$ cat src/lmc_pkg.sv
package lmc_pkg;

   // Instance counts
   localparam int NUM_WIN = 2;
   localparam int NUM_EC = 2;
   localparam int NUM_CFG_LO = 16;

   // Configuration port keys, reset values and index map
   localparam logic [15:0] CFG_PORT_BASE_RST = 16'h002E;
   localparam logic [15:0] CFG_DATA_OFS = 16'h0001;
   localparam logic [7:0] KEY_ENTRY = 8'h55;
   localparam logic [7:0] KEY_EXIT = 8'hAA;
   localparam logic [7:0] CFG_IDX_RST = 8'h00;
   localparam logic [7:0] IDX_BASE_HI = 8'h60;
   localparam logic [7:0] IDX_BASE_LO = 8'h61;
   localparam logic [5:0] IDX_SRAM_GRP = 6'h3C;
   localparam logic [3:0] IDX_LO_GRP = 4'h0;
   localparam logic [7:0] DATA_UNDEF = 8'hFF;
   localparam logic [7:0] BYTE_ZERO = 8'h00;

   // Extra EC instances: 8-byte blocks
   localparam logic [NUM_EC-1:0][15:0] EC_BASES = {16'h0038, 16'h0030};
   localparam logic [15:0] EC_MASK = 16'h0007;
   localparam logic [2:0] EC_OFS_DATA_LAST = 3'h3;
   localparam logic [2:0] EC_OFS_CMD = 3'h4;
   localparam logic [2:0] EC_OFS_CTL = 3'h5;

   // 48-bit memory window layout
   localparam int WIN_W = 48;
   localparam int WIN_VALID = 0;
   localparam int WIN_SIZE_LSB = 1;
   localparam int SIZE_W = 4;
   localparam int WIN_PAGE_LSB = 5;
   localparam int PAGE_W = 11;
   localparam int WIN_HOST_LSB = 16;
   localparam logic [8:0] AHB_REGION = 9'h001;
   localparam logic [11:0] PAGE_PAD = 12'h000;
   localparam logic [SIZE_W-1:0] SRAM_MAX_SIZE = 4'hC;

   // AHB-lite codes
   localparam logic [1:0] HTRANS_IDLE = 2'b00;
   localparam logic [1:0] HTRANS_NONSEQ = 2'b10;
   localparam logic [2:0] HSIZE_BYTE = 3'b000;

   // Host configuration sequence steps
   localparam logic [1:0] STEP_ENTRY = 2'h0;
   localparam logic [1:0] STEP_INDEX = 2'h1;
   localparam logic [1:0] STEP_DATA = 2'h2;
   localparam logic [1:0] STEP_EXIT = 2'h3;

   typedef enum logic [1:0] {
      D_IDLE = 2'b00,
      D_ADDR = 2'b01,
      D_DATA = 2'b11
   } lmc_dev_st_t;

   typedef enum logic {
      H_IDLE = 1'b0,
      H_WAIT = 1'b1
   } lmc_host_st_t;

   typedef enum logic [2:0] {
      OP_MEM_RD = 3'h0,
      OP_MEM_WR = 3'h1,
      OP_IO_RD = 3'h2,
      OP_IO_WR = 3'h3,
      OP_CFG_RD = 3'h4,
      OP_CFG_WR = 3'h5
   } lmc_op_t;

   // Mask of the low window bits: 2^size - 1
   function automatic logic [31:0] size_mask(input logic [SIZE_W-1:0] s);
      return (32'h0000_0001 << s) - 32'h0000_0001;
   endfunction

endpackage

$ cat src/lmc_link_if.sv
interface lmc_link_if;
   import lmc_pkg::*;

   // Cycle request, one-cycle pulse from the host
   logic req_valid;
   logic req_mem;
   logic req_write;
   logic [31:0] req_addr;
   logic [7:0] req_wdata;
   // Link reset, low while asserted
   logic link_reset_n;
   // Answer, one-cycle pulse from the device
   logic rsp_valid;
   logic rsp_claimed;
   logic [7:0] rsp_rdata;

   modport host (
      output req_valid, req_mem, req_write, req_addr, req_wdata,
      output link_reset_n,
      input rsp_valid, rsp_claimed, rsp_rdata
   );

   modport device (
      input req_valid, req_mem, req_write, req_addr, req_wdata,
      input link_reset_n,
      output rsp_valid, rsp_claimed, rsp_rdata
   );

endinterface

$ cat src/lmc_device.sv
// What this block does
// - Memory cycles single byte, 32-bit address
// - Check all windows together, claim any match
// - Double hit sets sticky overlap flag
// - Host keeps windows from overlapping
// - Window register is 48 bits wide
// - One byte AHB transfer per memory claim
// - Match needs valid and masked address equal
// - AHB address: base high, LPC low bits
// - SRAM window claims only while valid
// - SRAM window at most 4 kB
// - Firmware aligns SRAM base to size
// - Size limits claims and internal reach
// - Index and data work only in mode
// - Index selects byte, data accesses it
// - Unwritten index reads location 00h
// - Index base+0, data base+1, base reset 2Eh
// - Port base relocated through index 60h (high byte) and 61h (low byte)
// - Key 55h enters configuration mode
// - Key AAh leaves configuration mode
// - Any reset forces configuration mode off
// - Host enters, programs, then leaves mode
// - EC blocks decode eight I/O bytes
module lmc_device
   import lmc_pkg::*;
(
   // Clock and resets
   input wire logic core_clk,
   input wire logic sys_rst,
   input wire logic chip_system_reset_n,
   input wire logic host_side_reset_n,
   // Link
   lmc_link_if.device link,
   // Firmware window setup
   input wire logic [NUM_WIN-1:0][WIN_W-1:0] win_cfg,
   input wire logic [31:0] sram_base,
   input wire logic [SIZE_W-1:0] sram_size,
   input wire logic sram_valid,
   input wire logic overlap_clear,
   output logic bus_err_overlap,
   output logic cfg_mode,
   // EC instances
   input wire logic [NUM_EC-1:0][7:0] ec_status,
   output logic [NUM_EC-1:0][3:0][7:0] host_data_byte,
   output logic [NUM_EC-1:0][7:0] host_byte_count_control,
   output logic [NUM_EC-1:0] host_command_write,
   output logic [7:0] ec_cmd_byte,
   // AHB-lite master
   output logic [1:0] htrans,
   output logic [31:0] haddr,
   output logic hwrite,
   output logic [2:0] hsize,
   output logic [31:0] hwdata,
   input wire logic hready,
   input wire logic [31:0] hrdata
);
   import lmc_pkg::*;

   typedef struct packed {
      lmc_dev_st_t st;
      logic cfg_mode;
      logic [7:0] index;
      logic [NUM_CFG_LO-1:0][7:0] cfg_lo;
      logic [7:0] base_hi;
      logic [7:0] base_lo;
      logic [3:0][7:0] sram_host;
      logic [NUM_EC-1:0][3:0][7:0] ec_data;
      logic [NUM_EC-1:0][7:0] ec_ctl;
      logic [7:0] ec_cmd;
      logic [NUM_EC-1:0] ec_cmd_stb;
      logic overlap;
      logic [1:0] htrans;
      logic [31:0] haddr;
      logic hwrite;
      logic [2:0] hsize;
      logic [31:0] hwdata;
      logic [7:0] wbyte;
      logic rsp_valid;
      logic rsp_claimed;
      logic [7:0] rsp_rdata;
   } lmc_dev_state_t;

   localparam lmc_dev_state_t DEV_RST = '{st: D_IDLE,
      base_hi: CFG_PORT_BASE_RST[15:8], base_lo: CFG_PORT_BASE_RST[7:0],
      hsize: HSIZE_BYTE, htrans: HTRANS_IDLE, index: CFG_IDX_RST,
      default: '0};

   lmc_dev_state_t r, n;

   logic [NUM_WIN:0] hit;
   logic [NUM_WIN:0][31:0] map_addr;
   logic [31:0] sel_addr;
   logic multi_hit;
   logic [15:0] port_base;
   logic is_index;
   logic is_data;
   logic [NUM_EC-1:0] ec_hit;
   logic [7:0] cfg_rd;

   // Address decode, all windows in parallel
   always_comb begin
      logic [31:0] m;
      logic [SIZE_W-1:0] sz;
      logic [31:0] a;
      m = '0;
      sz = '0;
      a = link.req_addr;
      for (int i = 0; i < NUM_WIN; i++) begin
         sz = win_cfg[i][WIN_SIZE_LSB +: SIZE_W];
         m = size_mask(sz);
         hit[i] = win_cfg[i][WIN_VALID] &&
            ((a & ~m) == (win_cfg[i][WIN_HOST_LSB +: 32] & ~m));
         // only low bits come from LPC
         map_addr[i] = ({AHB_REGION, win_cfg[i][WIN_PAGE_LSB +: PAGE_W],
            PAGE_PAD} & ~m) | (a & m);
      end
      sz = (sram_size > SRAM_MAX_SIZE) ? SRAM_MAX_SIZE : sram_size;
      m = size_mask(sz);
      hit[NUM_WIN] = sram_valid &&
         ((a & ~m) == (32'(r.sram_host) & ~m));
      map_addr[NUM_WIN] = (sram_base & ~m) | (a & m);
      sel_addr = map_addr[NUM_WIN];
      for (int i = NUM_WIN - 1; i >= 0; i--) begin
         if (hit[i]) begin
            sel_addr = map_addr[i];
         end
      end
      multi_hit = |(hit & (hit - 1'b1));
      // index at base, data at base plus one
      port_base = {r.base_hi, r.base_lo};
      is_index = (a[15:0] == port_base);
      is_data = (a[15:0] == port_base + CFG_DATA_OFS);
      for (int e = 0; e < NUM_EC; e++) begin
         ec_hit[e] = ((a[15:0] & ~EC_MASK) == (EC_BASES[e] & ~EC_MASK));
      end
      if (r.index[7:4] == IDX_LO_GRP) begin
         cfg_rd = r.cfg_lo[r.index[3:0]];
      end else if (r.index == IDX_BASE_HI) begin
         cfg_rd = r.base_hi;
      end else if (r.index == IDX_BASE_LO) begin
         cfg_rd = r.base_lo;
      end else if (r.index[7:2] == IDX_SRAM_GRP) begin
         cfg_rd = r.sram_host[r.index[1:0]];
      end else begin
         cfg_rd = BYTE_ZERO;
      end
   end

   // Next state
   always_comb begin
      logic [2:0] ofs;
      ofs = link.req_addr[2:0];
      n = r;
      n.rsp_valid = 1'b0;
      n.ec_cmd_stb = '0;
      if (overlap_clear) begin
         n.overlap = 1'b0;
      end
      case (r.st)
         D_IDLE: begin
            if (link.req_valid && link.req_mem) begin
               if (|hit) begin
                  // set after clear so it wins
                  if (multi_hit) begin
                     n.overlap = 1'b1;
                  end
                  n.st = D_ADDR;
                  n.htrans = HTRANS_NONSEQ;
                  n.haddr = sel_addr;
                  n.hwrite = link.req_write;
                  n.wbyte = link.req_wdata;
               end else begin
                  n.rsp_valid = 1'b1;
                  n.rsp_claimed = 1'b0;
                  n.rsp_rdata = DATA_UNDEF;
               end
            end else if (link.req_valid) begin
               n.rsp_valid = 1'b1;
               n.rsp_claimed = 1'b0;
               n.rsp_rdata = DATA_UNDEF;
               if (is_index) begin
                  n.rsp_claimed = 1'b1;
                  if (link.req_write) begin
                     if (!r.cfg_mode && link.req_wdata == KEY_ENTRY) begin
                        n.cfg_mode = 1'b1;
                     end else if (r.cfg_mode &&
                                  link.req_wdata == KEY_EXIT) begin
                        n.cfg_mode = 1'b0;
                     end else if (r.cfg_mode) begin
                        n.index = link.req_wdata;
                     end
                  end else if (r.cfg_mode) begin
                     n.rsp_rdata = r.index;
                  end
               end else if (is_data) begin
                  n.rsp_claimed = 1'b1;
                  if (r.cfg_mode && !link.req_write) begin
                     n.rsp_rdata = cfg_rd;
                  end else if (r.cfg_mode) begin
                     if (r.index[7:4] == IDX_LO_GRP) begin
                        n.cfg_lo[r.index[3:0]] = link.req_wdata;
                     end else if (r.index == IDX_BASE_HI) begin
                        n.base_hi = link.req_wdata;
                     end else if (r.index == IDX_BASE_LO) begin
                        n.base_lo = link.req_wdata;
                     end else if (r.index[7:2] == IDX_SRAM_GRP) begin
                        n.sram_host[r.index[1:0]] = link.req_wdata;
                     end
                  end
               end else begin
                  for (int e = 0; e < NUM_EC; e++) begin
                     if (ec_hit[e]) begin
                        n.rsp_claimed = 1'b1;
                        n.rsp_rdata = BYTE_ZERO;
                        if (ofs <= EC_OFS_DATA_LAST) begin
                           n.rsp_rdata = r.ec_data[e][ofs[1:0]];
                           if (link.req_write) begin
                              n.ec_data[e][ofs[1:0]] = link.req_wdata;
                           end
                        end else if (ofs == EC_OFS_CMD) begin
                           n.rsp_rdata = ec_status[e];
                           if (link.req_write) begin
                              n.ec_cmd = link.req_wdata;
                              n.ec_cmd_stb[e] = 1'b1;
                           end
                        end else if (ofs == EC_OFS_CTL) begin
                           n.rsp_rdata = r.ec_ctl[e];
                           if (link.req_write) begin
                              n.ec_ctl[e] = link.req_wdata;
                           end
                        end
                     end
                  end
               end
            end
         end
         D_ADDR: begin
            if (hready) begin
               n.st = D_DATA;
               n.htrans = HTRANS_IDLE;
               n.hwdata = {4{r.wbyte}};
            end
         end
         D_DATA: begin
            if (hready) begin
               n.st = D_IDLE;
               n.rsp_valid = 1'b1;
               n.rsp_claimed = 1'b1;
               n.rsp_rdata = hrdata[{r.haddr[1:0], 3'b000} +: 8];
            end
         end
         default: begin
            n.st = D_IDLE;
            n.htrans = HTRANS_IDLE;
         end
      endcase
      // every reset source clears the mode
      if (!chip_system_reset_n || !host_side_reset_n ||
          !link.link_reset_n) begin
         n.cfg_mode = 1'b0;
      end
   end

   // State register
   always_ff @(posedge core_clk) begin
      if (sys_rst) begin
         r <= DEV_RST;
      end else begin
         r <= n;
      end
   end

   // Outputs straight from the state register
   assign link.rsp_valid = r.rsp_valid;
   assign link.rsp_claimed = r.rsp_claimed;
   assign link.rsp_rdata = r.rsp_rdata;
   assign bus_err_overlap = r.overlap;
   assign cfg_mode = r.cfg_mode;
   assign host_data_byte = r.ec_data;
   assign host_byte_count_control = r.ec_ctl;
   assign host_command_write = r.ec_cmd_stb;
   assign ec_cmd_byte = r.ec_cmd;
   assign htrans = r.htrans;
   assign haddr = r.haddr;
   assign hwrite = r.hwrite;
   assign hsize = r.hsize;
   assign hwdata = r.hwdata;

endmodule // lmc_device

$ cat src/flat_wrapper.sv
// flat-port wrapper written by rule: the top's interface ports become plain ports
module lmc_device_flat import lmc_pkg::*;
  (core_clk, sys_rst, chip_system_reset_n, host_side_reset_n, win_cfg, sram_base, sram_size, sram_valid, overlap_clear, bus_err_overlap, cfg_mode, ec_status, host_data_byte, host_byte_count_control, host_command_write, ec_cmd_byte, htrans, haddr, hwrite, hsize, hwdata, hready, hrdata, link_req_valid, link_req_mem, link_req_write, link_req_addr, link_req_wdata, link_link_reset_n, link_rsp_valid, link_rsp_claimed, link_rsp_rdata);
  lmc_link_if link_i ();
  input wire logic core_clk;
  input wire logic sys_rst;
  input wire logic chip_system_reset_n;
  input wire logic host_side_reset_n;
  input wire logic [NUM_WIN-1:0][WIN_W-1:0] win_cfg;
  input wire logic [31:0] sram_base;
  input wire logic [SIZE_W-1:0] sram_size;
  input wire logic sram_valid;
  input wire logic overlap_clear;
  output logic bus_err_overlap;
  output logic cfg_mode;
  input wire logic [NUM_EC-1:0][7:0] ec_status;
  output logic [NUM_EC-1:0][3:0][7:0] host_data_byte;
  output logic [NUM_EC-1:0][7:0] host_byte_count_control;
  output logic [NUM_EC-1:0] host_command_write;
  output logic [7:0] ec_cmd_byte;
  output logic [1:0] htrans;
  output logic [31:0] haddr;
  output logic hwrite;
  output logic [2:0] hsize;
  output logic [31:0] hwdata;
  input wire logic hready;
  input wire logic [31:0] hrdata;
  input wire logic [$bits(link_i.req_valid)-1:0] link_req_valid;
  input wire logic [$bits(link_i.req_mem)-1:0] link_req_mem;
  input wire logic [$bits(link_i.req_write)-1:0] link_req_write;
  input wire logic [$bits(link_i.req_addr)-1:0] link_req_addr;
  input wire logic [$bits(link_i.req_wdata)-1:0] link_req_wdata;
  input wire logic [$bits(link_i.link_reset_n)-1:0] link_link_reset_n;
  output wire logic [$bits(link_i.rsp_valid)-1:0] link_rsp_valid;
  output wire logic [$bits(link_i.rsp_claimed)-1:0] link_rsp_claimed;
  output wire logic [$bits(link_i.rsp_rdata)-1:0] link_rsp_rdata;
  assign link_i.req_valid = link_req_valid;
  assign link_i.req_mem = link_req_mem;
  assign link_i.req_write = link_req_write;
  assign link_i.req_addr = link_req_addr;
  assign link_i.req_wdata = link_req_wdata;
  assign link_i.link_reset_n = link_link_reset_n;
  assign link_rsp_valid = link_i.rsp_valid;
  assign link_rsp_claimed = link_i.rsp_claimed;
  assign link_rsp_rdata = link_i.rsp_rdata;
  lmc_device u_core (.core_clk(core_clk), .sys_rst(sys_rst), .chip_system_reset_n(chip_system_reset_n), .host_side_reset_n(host_side_reset_n), .link(link_i), .win_cfg(win_cfg), .sram_base(sram_base), .sram_size(sram_size), .sram_valid(sram_valid), .overlap_clear(overlap_clear), .bus_err_overlap(bus_err_overlap), .cfg_mode(cfg_mode), .ec_status(ec_status), .host_data_byte(host_data_byte), .host_byte_count_control(host_byte_count_control), .host_command_write(host_command_write), .ec_cmd_byte(ec_cmd_byte), .htrans(htrans), .haddr(haddr), .hwrite(hwrite), .hsize(hsize), .hwdata(hwdata), .hready(hready), .hrdata(hrdata));
endmodule
$ cat config.mk
export PLATFORM = sky130hd
export DESIGN_NAME = lmc_device_flat
export DESIGN_NICKNAME = d
export VERILOG_FILES = /design/src/lmc_pkg.sv /design/src/lmc_link_if.sv /design/src/lmc_device.sv /design/src/flat_wrapper.sv
export SDC_FILE = /design/constraint.sdc
export NUM_CORES = 1
export LEC_CHECK = 0
export BUFFER_PORTS_ARGS = -buffer_cell sky130_fd_sc_hd__buf_2
export CAP_MARGIN = 20
export CORE_MARGIN = 2
export CORE_UTILIZATION = 43
export DETAILED_ROUTE_END_ITERATION = 10
export SLEW_MARGIN = 0
export SYNTH_ARGS = -nofsm -noshare
export SYNTH_HDL_FRONTEND = slang
export SYNTH_SLANG_ARGS = --single-unit
$ cat constraint.sdc
create_clock -name core_clk -period 9.6 [get_ports core_clk]
set_clock_uncertainty 0.2 [all_clocks]
set_input_delay 0.48 -clock core_clk [delete_from_list [all_inputs] [get_ports core_clk]]
set_output_delay 0.48 -clock core_clk [all_outputs]
set_load 0.02 [all_outputs]
==> qor.txt, run 1 <==
Achievable Freq: 209 MHz
# DRC: 0
Die footprint: 0.0490 mm2
RSZ-0062 raised after global routing: no
Clock power frac: 0.455
Sw frac: 0.259
Top cell type by total area after synthesis: dfxtp_1
Post-CTS Setup Bufs: 0
Netlist cell types: 81
DR WL/cell: 23.7 um
Nets: 2633
Top-area cell type share of the netlist area: 0.333
Drt pass-1 iters: 6
Commonest non-fill, non-tap cells in the layout: buf_2, dfxtp_1, nor2_1
Tcrit/Tclk final: 0.498
Number of synthesized flops with an enable pin: 0
Root cell of the clock tree: clkbuf_16
Largest net degree at the start of global routing: 231
Yosys warns: 0
Initial antenna violation count: 0
Worst r2r src: u_core.port_base[1]$_SDFFE_PP1P_
Die height: 221 um
Top delay family on crit path: simple AND/OR/NAND/NOR gates
Diodes inserted: 0
Fin area: 0.0226 mm2
Setup TNS: 0 ns
Row cnt: 79
Total CTS buffers: 39
CP bufs+invs: 0
Post-synthesis sequential area ratio: 0.333
Die X: 221 um
Drt total wl: 71600 um
PD cells: 144 mW/mm2
Total gr overflow: 0
Syn_area_per_cell: 8.93 um2
Slew HR: 0.212
Netlist Area Pre-Place: 0.0203 mm2
Final setup fails: 0
Area growth from synthesis to layout: 11.4%
Crit path largest cell delay: 0.81 ns
Clock transition at path regs: 0.06 ns
Vias in the first global route: 17000
Via Count: 17400
Comb pwr share: 0.112
Worst EP arrival: 4.98 ns
Cell leakage power: 9.77 nW
Hold depth: 3
Max clock buf depth: 3
Clk Latency, worst-skew pair: 0.56 ns
Element type at the critical path end: flop
Worst Path Required: 9.80 ns
Ys async rst share: 0
Gpl congestion: 0.910
Core Area: 0.0466 mm2
Worst Setup Start Kind: flop
Buffers added on ports: 398
Placed Area: 0.0212 mm2
Clock sinks: 338
Fin. Hold Viols: 0
R2r setup slk: 4.82 ns
Synth top area cells: dfxtp_1, mux2i_1, mux4_2
Maximum vdd drop: 0.109 mV
Max_cap viols: 0
Crit-path cells: ha_1 > nand3_1 > nor4_1 > xor2_1 > a211o_1 > nor4b_1 > and2_1 > nand4_1 > mux2i_1 > nor2_1
Flop pwr share: 0.434
Cell internal pwr: 0.00242 W
Half-perimeter wire length after placement: 50900 um
Post-synth top flop: dfxtp_1
Synthesized flop and latch total: 338
Layout cells sized above 1: 0.250
Worst Hold Launch: link_req_write
Final Critical Period: 4.78 ns
DR iter-0 viols: 1419
WS Path Type: flop to flop
Total GRT Usage: 0.285
First-pass GRT wire length: 108000 um
Worst R2R Path Depth: 10
Worst Max-Slew Pin Slew: 1.18 ns
Most common cell after layout, fill and taps aside: buf_2
Antenna-violating nets left: 0
CTS tree: built
Critical Path Fanout Max: 29
CP max stage cell: and2_1
Routed vias/inst: 5.73
Hold Path Class: input pin to flop
Max-slew violations: 0
Num ports: 403
R2r endpoint: u_core.r[343]$_SDFFE_PP0P_
Starting Density: 0.436
Mapped Cells: 2273
Hold Crit Endpoint: u_core.hwrite$_SDFFE_PP0P_
Net Sw Power: 0.000844 W
H-tree depth: 2
Status: finished, final reports clean
synth_stat cells (28+ instances only):
library cell and instances:
a21oi_1 110, buf_2 28, buf_4 175, clkbuf_1 126, dfxtp_1 338, inv_1 33, mux2i_1 279, mux4_2 72
nand2_1 185, nand3_1 59, nor2_1 319, nor3_1 31, o21ai_0 31, xnor2_1 72, xor2_1 49
area by class of cell:
| class | count | area, um2 |
|---|---|---|
| multi-input cells | 1555 | 11400 |
| fillers | 4480 | 23900 |
| inverters | 33 | 124 |
| clock inverters | 8 | 96.3 |
| well taps | 607 | 759 |
| repair buffers | 425 | 2230 |
| flip-flops and latches | 338 | 6770 |
| clock buffers | 62 | 1190 |
metrics by stage:
stage,hold WS (ns),utilization,power [W],worst slack (ns),cells
global route,0.0562,0.486,0.00339,4.40,3028
finish,0.0405,0.486,0.00326,4.82,3028
CTS,0.0154,0.485,0.00329,4.84,3026
global placement,0.235,0.456,0.00180,4.69,2949
detailed placement,0.246,0.456,0.00180,4.66,2949
floorplan,0.227,-,0.00166,5.41,2277
tightest hold or removal path: cells and delay by family:
kind	cells	cell delay (ns)
compound gates	1	0.06
buf+inv	1	0.14
simple gates	1	0.06
metal layers:
metal,part of all wire,routed length (um),vias to the layer above,track usage
li1,-,-,8066,-
met1,0.43,30700,8494,0.370
met5,0,0,-,0
met3,0.069,4910,110,0.0519
met2,0.48,34100,684,0.481
met4,0.027,1960,0,0.0879
power groups by stage:
stage          sequential [W]  clock (W)  combinational [W]
2_1_floorplan         0.00145          0           0.000217
6_report              0.00142    0.00148           0.000365
3_5_place_dp          0.00145          0           0.000356
5_1_grt               0.00142    0.00158           0.000392
4_1_cts               0.00142    0.00152           0.000361
3_3_place_gp          0.00145          0           0.000357
worst max-delay path by stage:
stage	start	end	slack (ns)	cells past startpoint
4_1_cts	u_core.port_base[1]$_SDFFE_PP1P_	u_core.r[308]$_SDFFE_PP0P_	4.84	10
3_3_place_gp	win_cfg[52]	u_core.link.rsp_claimed$_SDFFE_PP0P_	4.69	12
2_1_floorplan	win_cfg[4]	u_core.haddr[19]$_SDFFE_PP0P_	5.41	15
3_5_place_dp	win_cfg[3]	u_core.haddr[0]$_SDFFE_PP0P_	4.66	14
5_1_grt	u_core.port_base[1]$_SDFFE_PP1P_	u_core.r[260]$_SDFFE_PP0P_	4.40	10
6_report	u_core.port_base[1]$_SDFFE_PP1P_	u_core.r[343]$_SDFFE_PP0P_	4.82	10
registers in the layout (all words and copies together), names as in the netlist, 2 cells and up:
register                        count
u_core.ec_cmd_byte                  8
u_core.host_command_write           2
u_core.haddr                       32
u_core.link.rsp_rdata               8
u_core.hwdata                       8
u_core.port_base                   16
u_core.r                          178
u_core.host_byte_count_control     16
u_core.host_data_byte              64
cell families after synthesis:
logic type	share of synthesized area
fa+ha+maj	0.00616
buf+inv	0.105
flops	0.333
xor+xnor	0.0522
mux	0.228
other cells	0.000370
compound gates	0.0926
simple gates	0.182
repair_timing:
| item | in CTS | in global routing |
|---|---|---|
| gates resized for setup | 0 | 0 |
| hold buffers | 7 | 0 |
| endpoints found under the hold margin | 7 | 0 |
(Power assumes the default switching activity.)
==> run 2: changes to the inputs <==
--- a/config.mk
+++ b/config.mk
@@ -10,6 +10,7 @@
 export CORE_MARGIN = 2
 export CORE_UTILIZATION = 43
 export DETAILED_ROUTE_END_ITERATION = 10
+export PLACE_DENSITY = 0.67
 export SLEW_MARGIN = 0
 export SYNTH_ARGS = -nofsm -noshare
 export SYNTH_HDL_FRONTEND = slang
==> constraint.sdc (replaced) <==
create_clock -name core_clk -period 4.3 [get_ports core_clk]
set_clock_uncertainty 0.2 [all_clocks]
set_input_delay 0.215 -clock core_clk [delete_from_list [all_inputs] [get_ports core_clk]]
set_output_delay 0.215 -clock core_clk [all_outputs]
set_load 0.02 [all_outputs]
==> qor.txt, run 2 (synthesized netlist as in run 1, its figures left out) <==
Largest net degree at the start of global routing: 171 (-26%)
Max-slew violations: 0 (unchanged)
Total CTS buffers: 39 (unchanged)
CP max stage cell: or4_1
Drt total wl: 72100 um (+0.65%)
H-tree depth: 2 (unchanged)
Crit-path cells: buf_2 > or4_1 > ha_1 > o2bb2ai_1 > nor4_1 > o2111a_1 > nand3_1 > buf_4 > a21oi_1 > o21ai_0 > dlygate4sd3_1 > nand3_1 > dlygate4sd3_1
Hold Crit Endpoint: u_core.haddr[31]$_SDFFE_PP0P_
Post-CTS Setup Bufs: 0 (unchanged)
WS Path Type: input pin to flop
Worst EP arrival: 4.31 ns (-0.67 ns)
Total GRT Usage: 0.286 (+0.000538)
Layout cells sized above 1: 0.260 (+0.0100)
Crit path largest cell delay: 0.56 ns (-0.25 ns)
Layout Utilization: 0.504 (+0.0179)
Clock power frac: 0.448 (-0.007)
Clock transition at path regs: 0.06 ns (about the same)
Starting Density: 0.436 (unchanged)
DR iter-0 viols: 1502 (+5.8%)
Worst Setup Start Kind: input pin
Buffers added on ports: 398 (unchanged)
Worst r2r src: u_core.port_base[0]$_SDFFE_PP0P_
Max_cap viols: 0 (unchanged)
R2r setup slk: 0.41 ns (-4.41 ns)
Initial antenna violation count: 4 (+4)
PD cells: 309 mW/mm2 (+110%)
Via Count: 17800 (+2.4%)
Num ports: 403 (unchanged)
Max FFs per register: 178 (unchanged)
Routed vias/inst: 5.68 (-0.82%)
Nets: 2727 (+3.6%)
Achievable Freq: 249 MHz
Drt pass-1 iters: 7 (+1)
CTS tree: built
Most common cell after layout, fill and taps aside: buf_2
Worst R2R Path Depth: 10 (unchanged)
Final Critical Period: 4.02 ns
Maximum vdd drop: 0.256 mV (+140%)
Commonest non-fill, non-tap cells in the layout: buf_2, dfxtp_1, nor2_1
Row cnt: 79 (unchanged)
Worst Hold Launch: sram_base[31]
Die footprint: 0.0490 mm2 (unchanged)
Half-perimeter wire length after placement: 52900 um (+3.9%)
R2r endpoint: u_core.r[323]$_SDFFE_PP0P_
Hold Path Class: input pin to flop
Total gr overflow: 0 (unchanged)
First-pass GRT wire length: 108000 um (about the same)
Setup TNS: 0 ns (unchanged)
# DRC: 0 (unchanged)
Die height: 221 um (unchanged)
Worst Max-Slew Pin Slew: 1.06 ns (-0.118 ns)
Die X: 221 um (unchanged)
Cell internal pwr: 0.00536 W (+120%)
Clock sinks: 338 (unchanged)
Status: finished, final reports clean
RSZ-0062 raised after global routing: no
Total power: 0.00725 W (+120%)
Slew HR: 0.290 (+0.0788)
DR WL/cell: 23.1 um (-2.5%)
Element type at the critical path end: flop
Core Area: 0.0466 mm2 (unchanged)
Vias in the first global route: 17700 (+3.9%)
Flop pwr share: 0.436 (+0.002)
Area growth from synthesis to layout: 15.5%
Net Sw Power: 0.00189 W (+120%)
Fin. Hold Viols: 0 (unchanged)
Biggest register: u_core.r
Gpl congestion: 0.985 (+8.2%)
Comb pwr share: 0.116 (+0.004)
Sw frac: 0.261 (+0.00189)
Root cell of the clock tree: clkbuf_16
Worst Path Required: 4.59 ns (-5.21 ns)
Max clock buf depth: 3 (unchanged)
Critical Path Fanout Max: 22 (-24%)
Tcrit/Tclk final: 0.935
Cell leakage power: 10.2 nW (+4.7%)
Hold depth: 4 (+1)
Clk Latency, worst-skew pair: 0.56 ns (about the same)
Final setup fails: 0 (unchanged)
Antenna-violating nets left: 0 (unchanged)
[run 2: cell types whose count changed in the layout (fill, tap and decap cells not counted), sizes merged]
cell / delta
diode: +4
buf: +49
bufinv: -1
clkinv: +2
clkbuf: -1
dlygate4sd3: +46
[run 2: power by group through the flow]
stage                     combinational, W  sequential (W)  clock (W)
final                             0.000841         0.00316    0.00325
after global routing              0.000896         0.00316    0.00344
after CTS                         0.000829         0.00317    0.00332
after detailed placement          0.000800         0.00323          0
after global placement            0.000801         0.00323          0
after floorplan                   0.000485         0.00323          0
[run 2: through the flow]
stage,worst slack (ns),std cells,hold WS (ns),instance area (um2)
3_3_place_gp,0.266,2999,0.234,21600
5_1_grt,0.00418,3125,0.0499,23400
3_5_place_dp,0.324,2999,0.243,21600
6_report,0.280,3127,0.0276,23400
2_1_floorplan,0.375,2277,0.155,20300
4_1_cts,0.287,3123,0.0108,23400
[run 2: layout make-up]
type | count | area [um2]
fill | 4324 | 23100
multi-input combinational | 1555 | 11400
sequential | 338 | 6770
clock buffer | 62 | 1190
clock inverter | 9 | 68.8
antenna | 4 | 10.0
inverter | 33 | 124
timing repair buffer | 519 | 3080
tap | 607 | 759
[run 2: critical path, delay by kind of cell]
kind / cells / cell delay, ns
AOI/OAI and AO/OA: 4 / 0.93
adders and majority gates: 1 / 0.38
buffers and inverters: 4 / 1.59
and+or+nand+nor: 4 / 1.19
[run 2: how the worst max path moves through the flow]
stage,cells after the start,end,slack [ns],start
3_3_place_gp,11,u_core.haddr[7]$_SDFFE_PP0P_,0.27,win_cfg[50]
3_5_place_dp,11,u_core.haddr[7]$_SDFFE_PP0P_,0.32,win_cfg[50]
2_1_floorplan,15,u_core.haddr[19]$_SDFFE_PP0P_,0.37,win_cfg[4]
6_report,13,u_core.haddr[22]$_SDFFE_PP0P_,0.28,win_cfg[50]
4_1_cts,15,u_core.haddr[22]$_SDFFE_PP0P_,0.29,win_cfg[3]
5_1_grt,15,u_core.haddr[22]$_SDFFE_PP0P_,0.004,win_cfg[50]
[run 2: timing repair]
item	4_1_cts	5_1_grt
resized for setup	0	3
endpoints found under the hold margin	87	0
hold buffers	53	0
setup endpoints to repair	0	1
[run 2: layer usage]
metal | GRT usage | share of wire
met4 | 0.143 | 0.051
met3 | 0.0550 | 0.071
met1 | 0.354 | 0.41
met5 | 0 | 0
met2 | 0.475 | 0.47
==> run 3: changes to the inputs <==
--- a/config.mk
+++ b/config.mk
@@ -11,6 +11,7 @@
 export CORE_UTILIZATION = 43
 export DETAILED_ROUTE_END_ITERATION = 10
 export PLACE_DENSITY = 0.67
+export RECOVER_POWER = 100
 export SLEW_MARGIN = 0
 export SYNTH_ARGS = -nofsm -noshare
 export SYNTH_HDL_FRONTEND = slang
==> qor.txt, run 3 (synthesized netlist as in run 1, its figures left out) <==
First-pass GRT wire length: 108000 um (unchanged)
Tcrit/Tclk final: 0.938 (+0.00343)
Num ports: 403 (unchanged)
Worst Path Required: 4.51 ns (-0.08 ns)
RSZ-0062 raised after global routing: no
Total GRT Usage: 0.286 (unchanged)
Half-perimeter wire length after placement: 52900 um (unchanged)
Root cell of the clock tree: clkbuf_16
Worst Max-Slew Pin Slew: 1.06 ns (-0.00133 ns)
Max clock buf depth: 3 (unchanged)
Final non-filler cell total: 3127 (unchanged)
Final setup fails: 0 (unchanged)
Biggest register: u_core.r
Layout Utilization: 0.496 (-0.00766)
Worst Hold Launch: sram_base[31]
Buffers added on ports: 398 (unchanged)
Nets: 2727 (unchanged)
Clock transition at path regs: 0.06 ns (about the same)
Die X: 221 um (unchanged)
Drt pass-1 iters: 5 (-2)
Setup TNS: 0 ns (unchanged)
Final Critical Period: 4.03 ns (+0.0148 ns)
# DRC: 0 (unchanged)
Layout cells sized above 1: 0.188 (-0.0723)
Clk Latency, worst-skew pair: 0.56 ns (about the same)
H-tree depth: 2 (unchanged)
Max-slew violations: 0 (unchanged)
Total CTS buffers: 39 (unchanged)
Placed Cells: 2999 (unchanged)
Die height: 221 um (unchanged)
DR WL/cell: 23.1 um (+0.10%)
Commonest non-fill, non-tap cells in the layout: dfxtp_1, nor2_1, mux2i_1
Status: finished, final reports clean
Max_cap viols: 0 (unchanged)
Die footprint: 0.0490 mm2 (unchanged)
Worst r2r src: u_core.port_base[0]$_SDFFE_PP0P_
Element type at the critical path end: flop
Via Count: 17900 (+0.59%)
Total gr overflow: 0 (unchanged)
Vias in the first global route: 17700 (unchanged)
Largest net degree at the start of global routing: 171 (unchanged)
Critical Path Fanout Max: 8 (-64%)
Fin. Hold Viols: 0 (unchanged)
Initial antenna violation count: 4 (unchanged)
Hold Path Class: input pin to flop
Gpl congestion: 0.985 (unchanged)
Placed Area: 0.0216 mm2 (unchanged)
Most common cell after layout, fill and taps aside: dfxtp_1
Max FFs per register: 178 (unchanged)
Post-CTS Setup Bufs: 0 (unchanged)
Worst Setup Start Kind: flop
Clock sinks: 338 (unchanged)
WS Path Type: flop to flop
CTS tree: built
PD cells: 314 mW/mm2 (+1.4%)
Drt total wl: 72200 um (+0.10%)
Maximum vdd drop: 0.255 mV (-0.62%)
Slew HR: 0.287 (-0.00298)
Cell leakage power: 9.35 nW (-8.6%)
Setup crit start: u_core.port_base[0]$_SDFFE_PP0P_
Routed vias/inst: 5.72 (+0.59%)
Row cnt: 79 (unchanged)
Antenna-violating nets left: 0 (unchanged)
Area growth from synthesis to layout: 13.7%
Core Area: 0.0466 mm2 (unchanged)
Achievable Freq: 248 MHz (-0.37%)
Fin area: 0.0231 mm2 (-1.5%)
DR iter-0 viols: 1486 (-1.1%)
Worst EP arrival: 4.25 ns (-0.06 ns)
Starting Density: 0.436 (unchanged)
==> run 3: cell count changes in the layout (fill, tap and decap cells not counted), sizes merged <==
cell    previous run  this run
buf              466       283
clkbuf            62       245
==> run 3: routing by layer <==
metal / global-route usage / up-vias / share of wire
met5: 0 / - / 0
met4: 0.143 / 0 / 0.053
met3: 0.0550 / 179 / 0.074
met2: 0.475 / 799 / 0.47
met1: 0.354 / 8645 / 0.40
li1: - / 8256 / -
==> run 3: final cells by class <==
type / count / area (um2)
fill: 4449 / 23500
multi-input combinational: 1555 / 11300
sequential: 338 / 6770
timing repair buffer: 519 / 2820
clock buffer: 62 / 1190
tap: 607 / 759
inverter: 33 / 124
clock inverter: 9 / 68.8
antenna: 4 / 10.0
==> run 3: what timing repair did <==
item | 4_1_cts | 5_1_grt
hold endpoints to repair | 87 | 0
hold buffers | 53 | 0
gates resized for setup | 0 | 3
setup endpoints to repair | 0 | 1
==> run 3: path summary, 6_finish.rpt <==
| kind | to | slack (ns) | cells past startpoint |
|---|---|---|---|
| min | u_core.haddr[31]$_SDFFE_PP0P_ | 0.03 | 4 |
| max | u_core.r[184]$_SDFFE_PP0P_ | 0.27 | 10 |
| min reg2reg | u_core.r[338]$_SDFFE_PP0P_ | 0.25 | 2 |
| max reg2reg | u_core.r[184]$_SDFFE_PP0P_ | 0.27 | 10 |
==> run 3: through the flow <==
stage,hold slack [ns],setup WS [ns],power [W]
4_1_cts,0.0108,0.287,0.00732
2_1_floorplan,0.155,0.375,0.00371
3_3_place_gp,0.234,0.266,0.00403
6_report,0.0314,0.265,0.00725
5_1_grt,0.0498,0.0129,0.00750
3_5_place_dp,0.243,0.324,0.00403
==> run 3: report_power, final <==
group / switching (W) / leakage, nW / internal (W)
clock: 0.00134 / 0.617 / 0.00191
combinational: 0.000534 / 6.01 / 0.000300
sequential: 0.0000149 / 2.72 / 0.00315
total: 0.00189 / 9.35 / 0.00536
==> run 3: critical path, cell delays in order (launching register included) <==
cell,delay [ns]
dfxtp_1,0.34
ha_1,0.31
or4_1,0.55
a211oi_1,0.40
o2111ai_1,0.23
a2111oi_2,0.33
nand4_1,0.35
nor4_4,0.29
clkbuf_1,0.54
mux2i_1,0.29
nor2_1,0.06
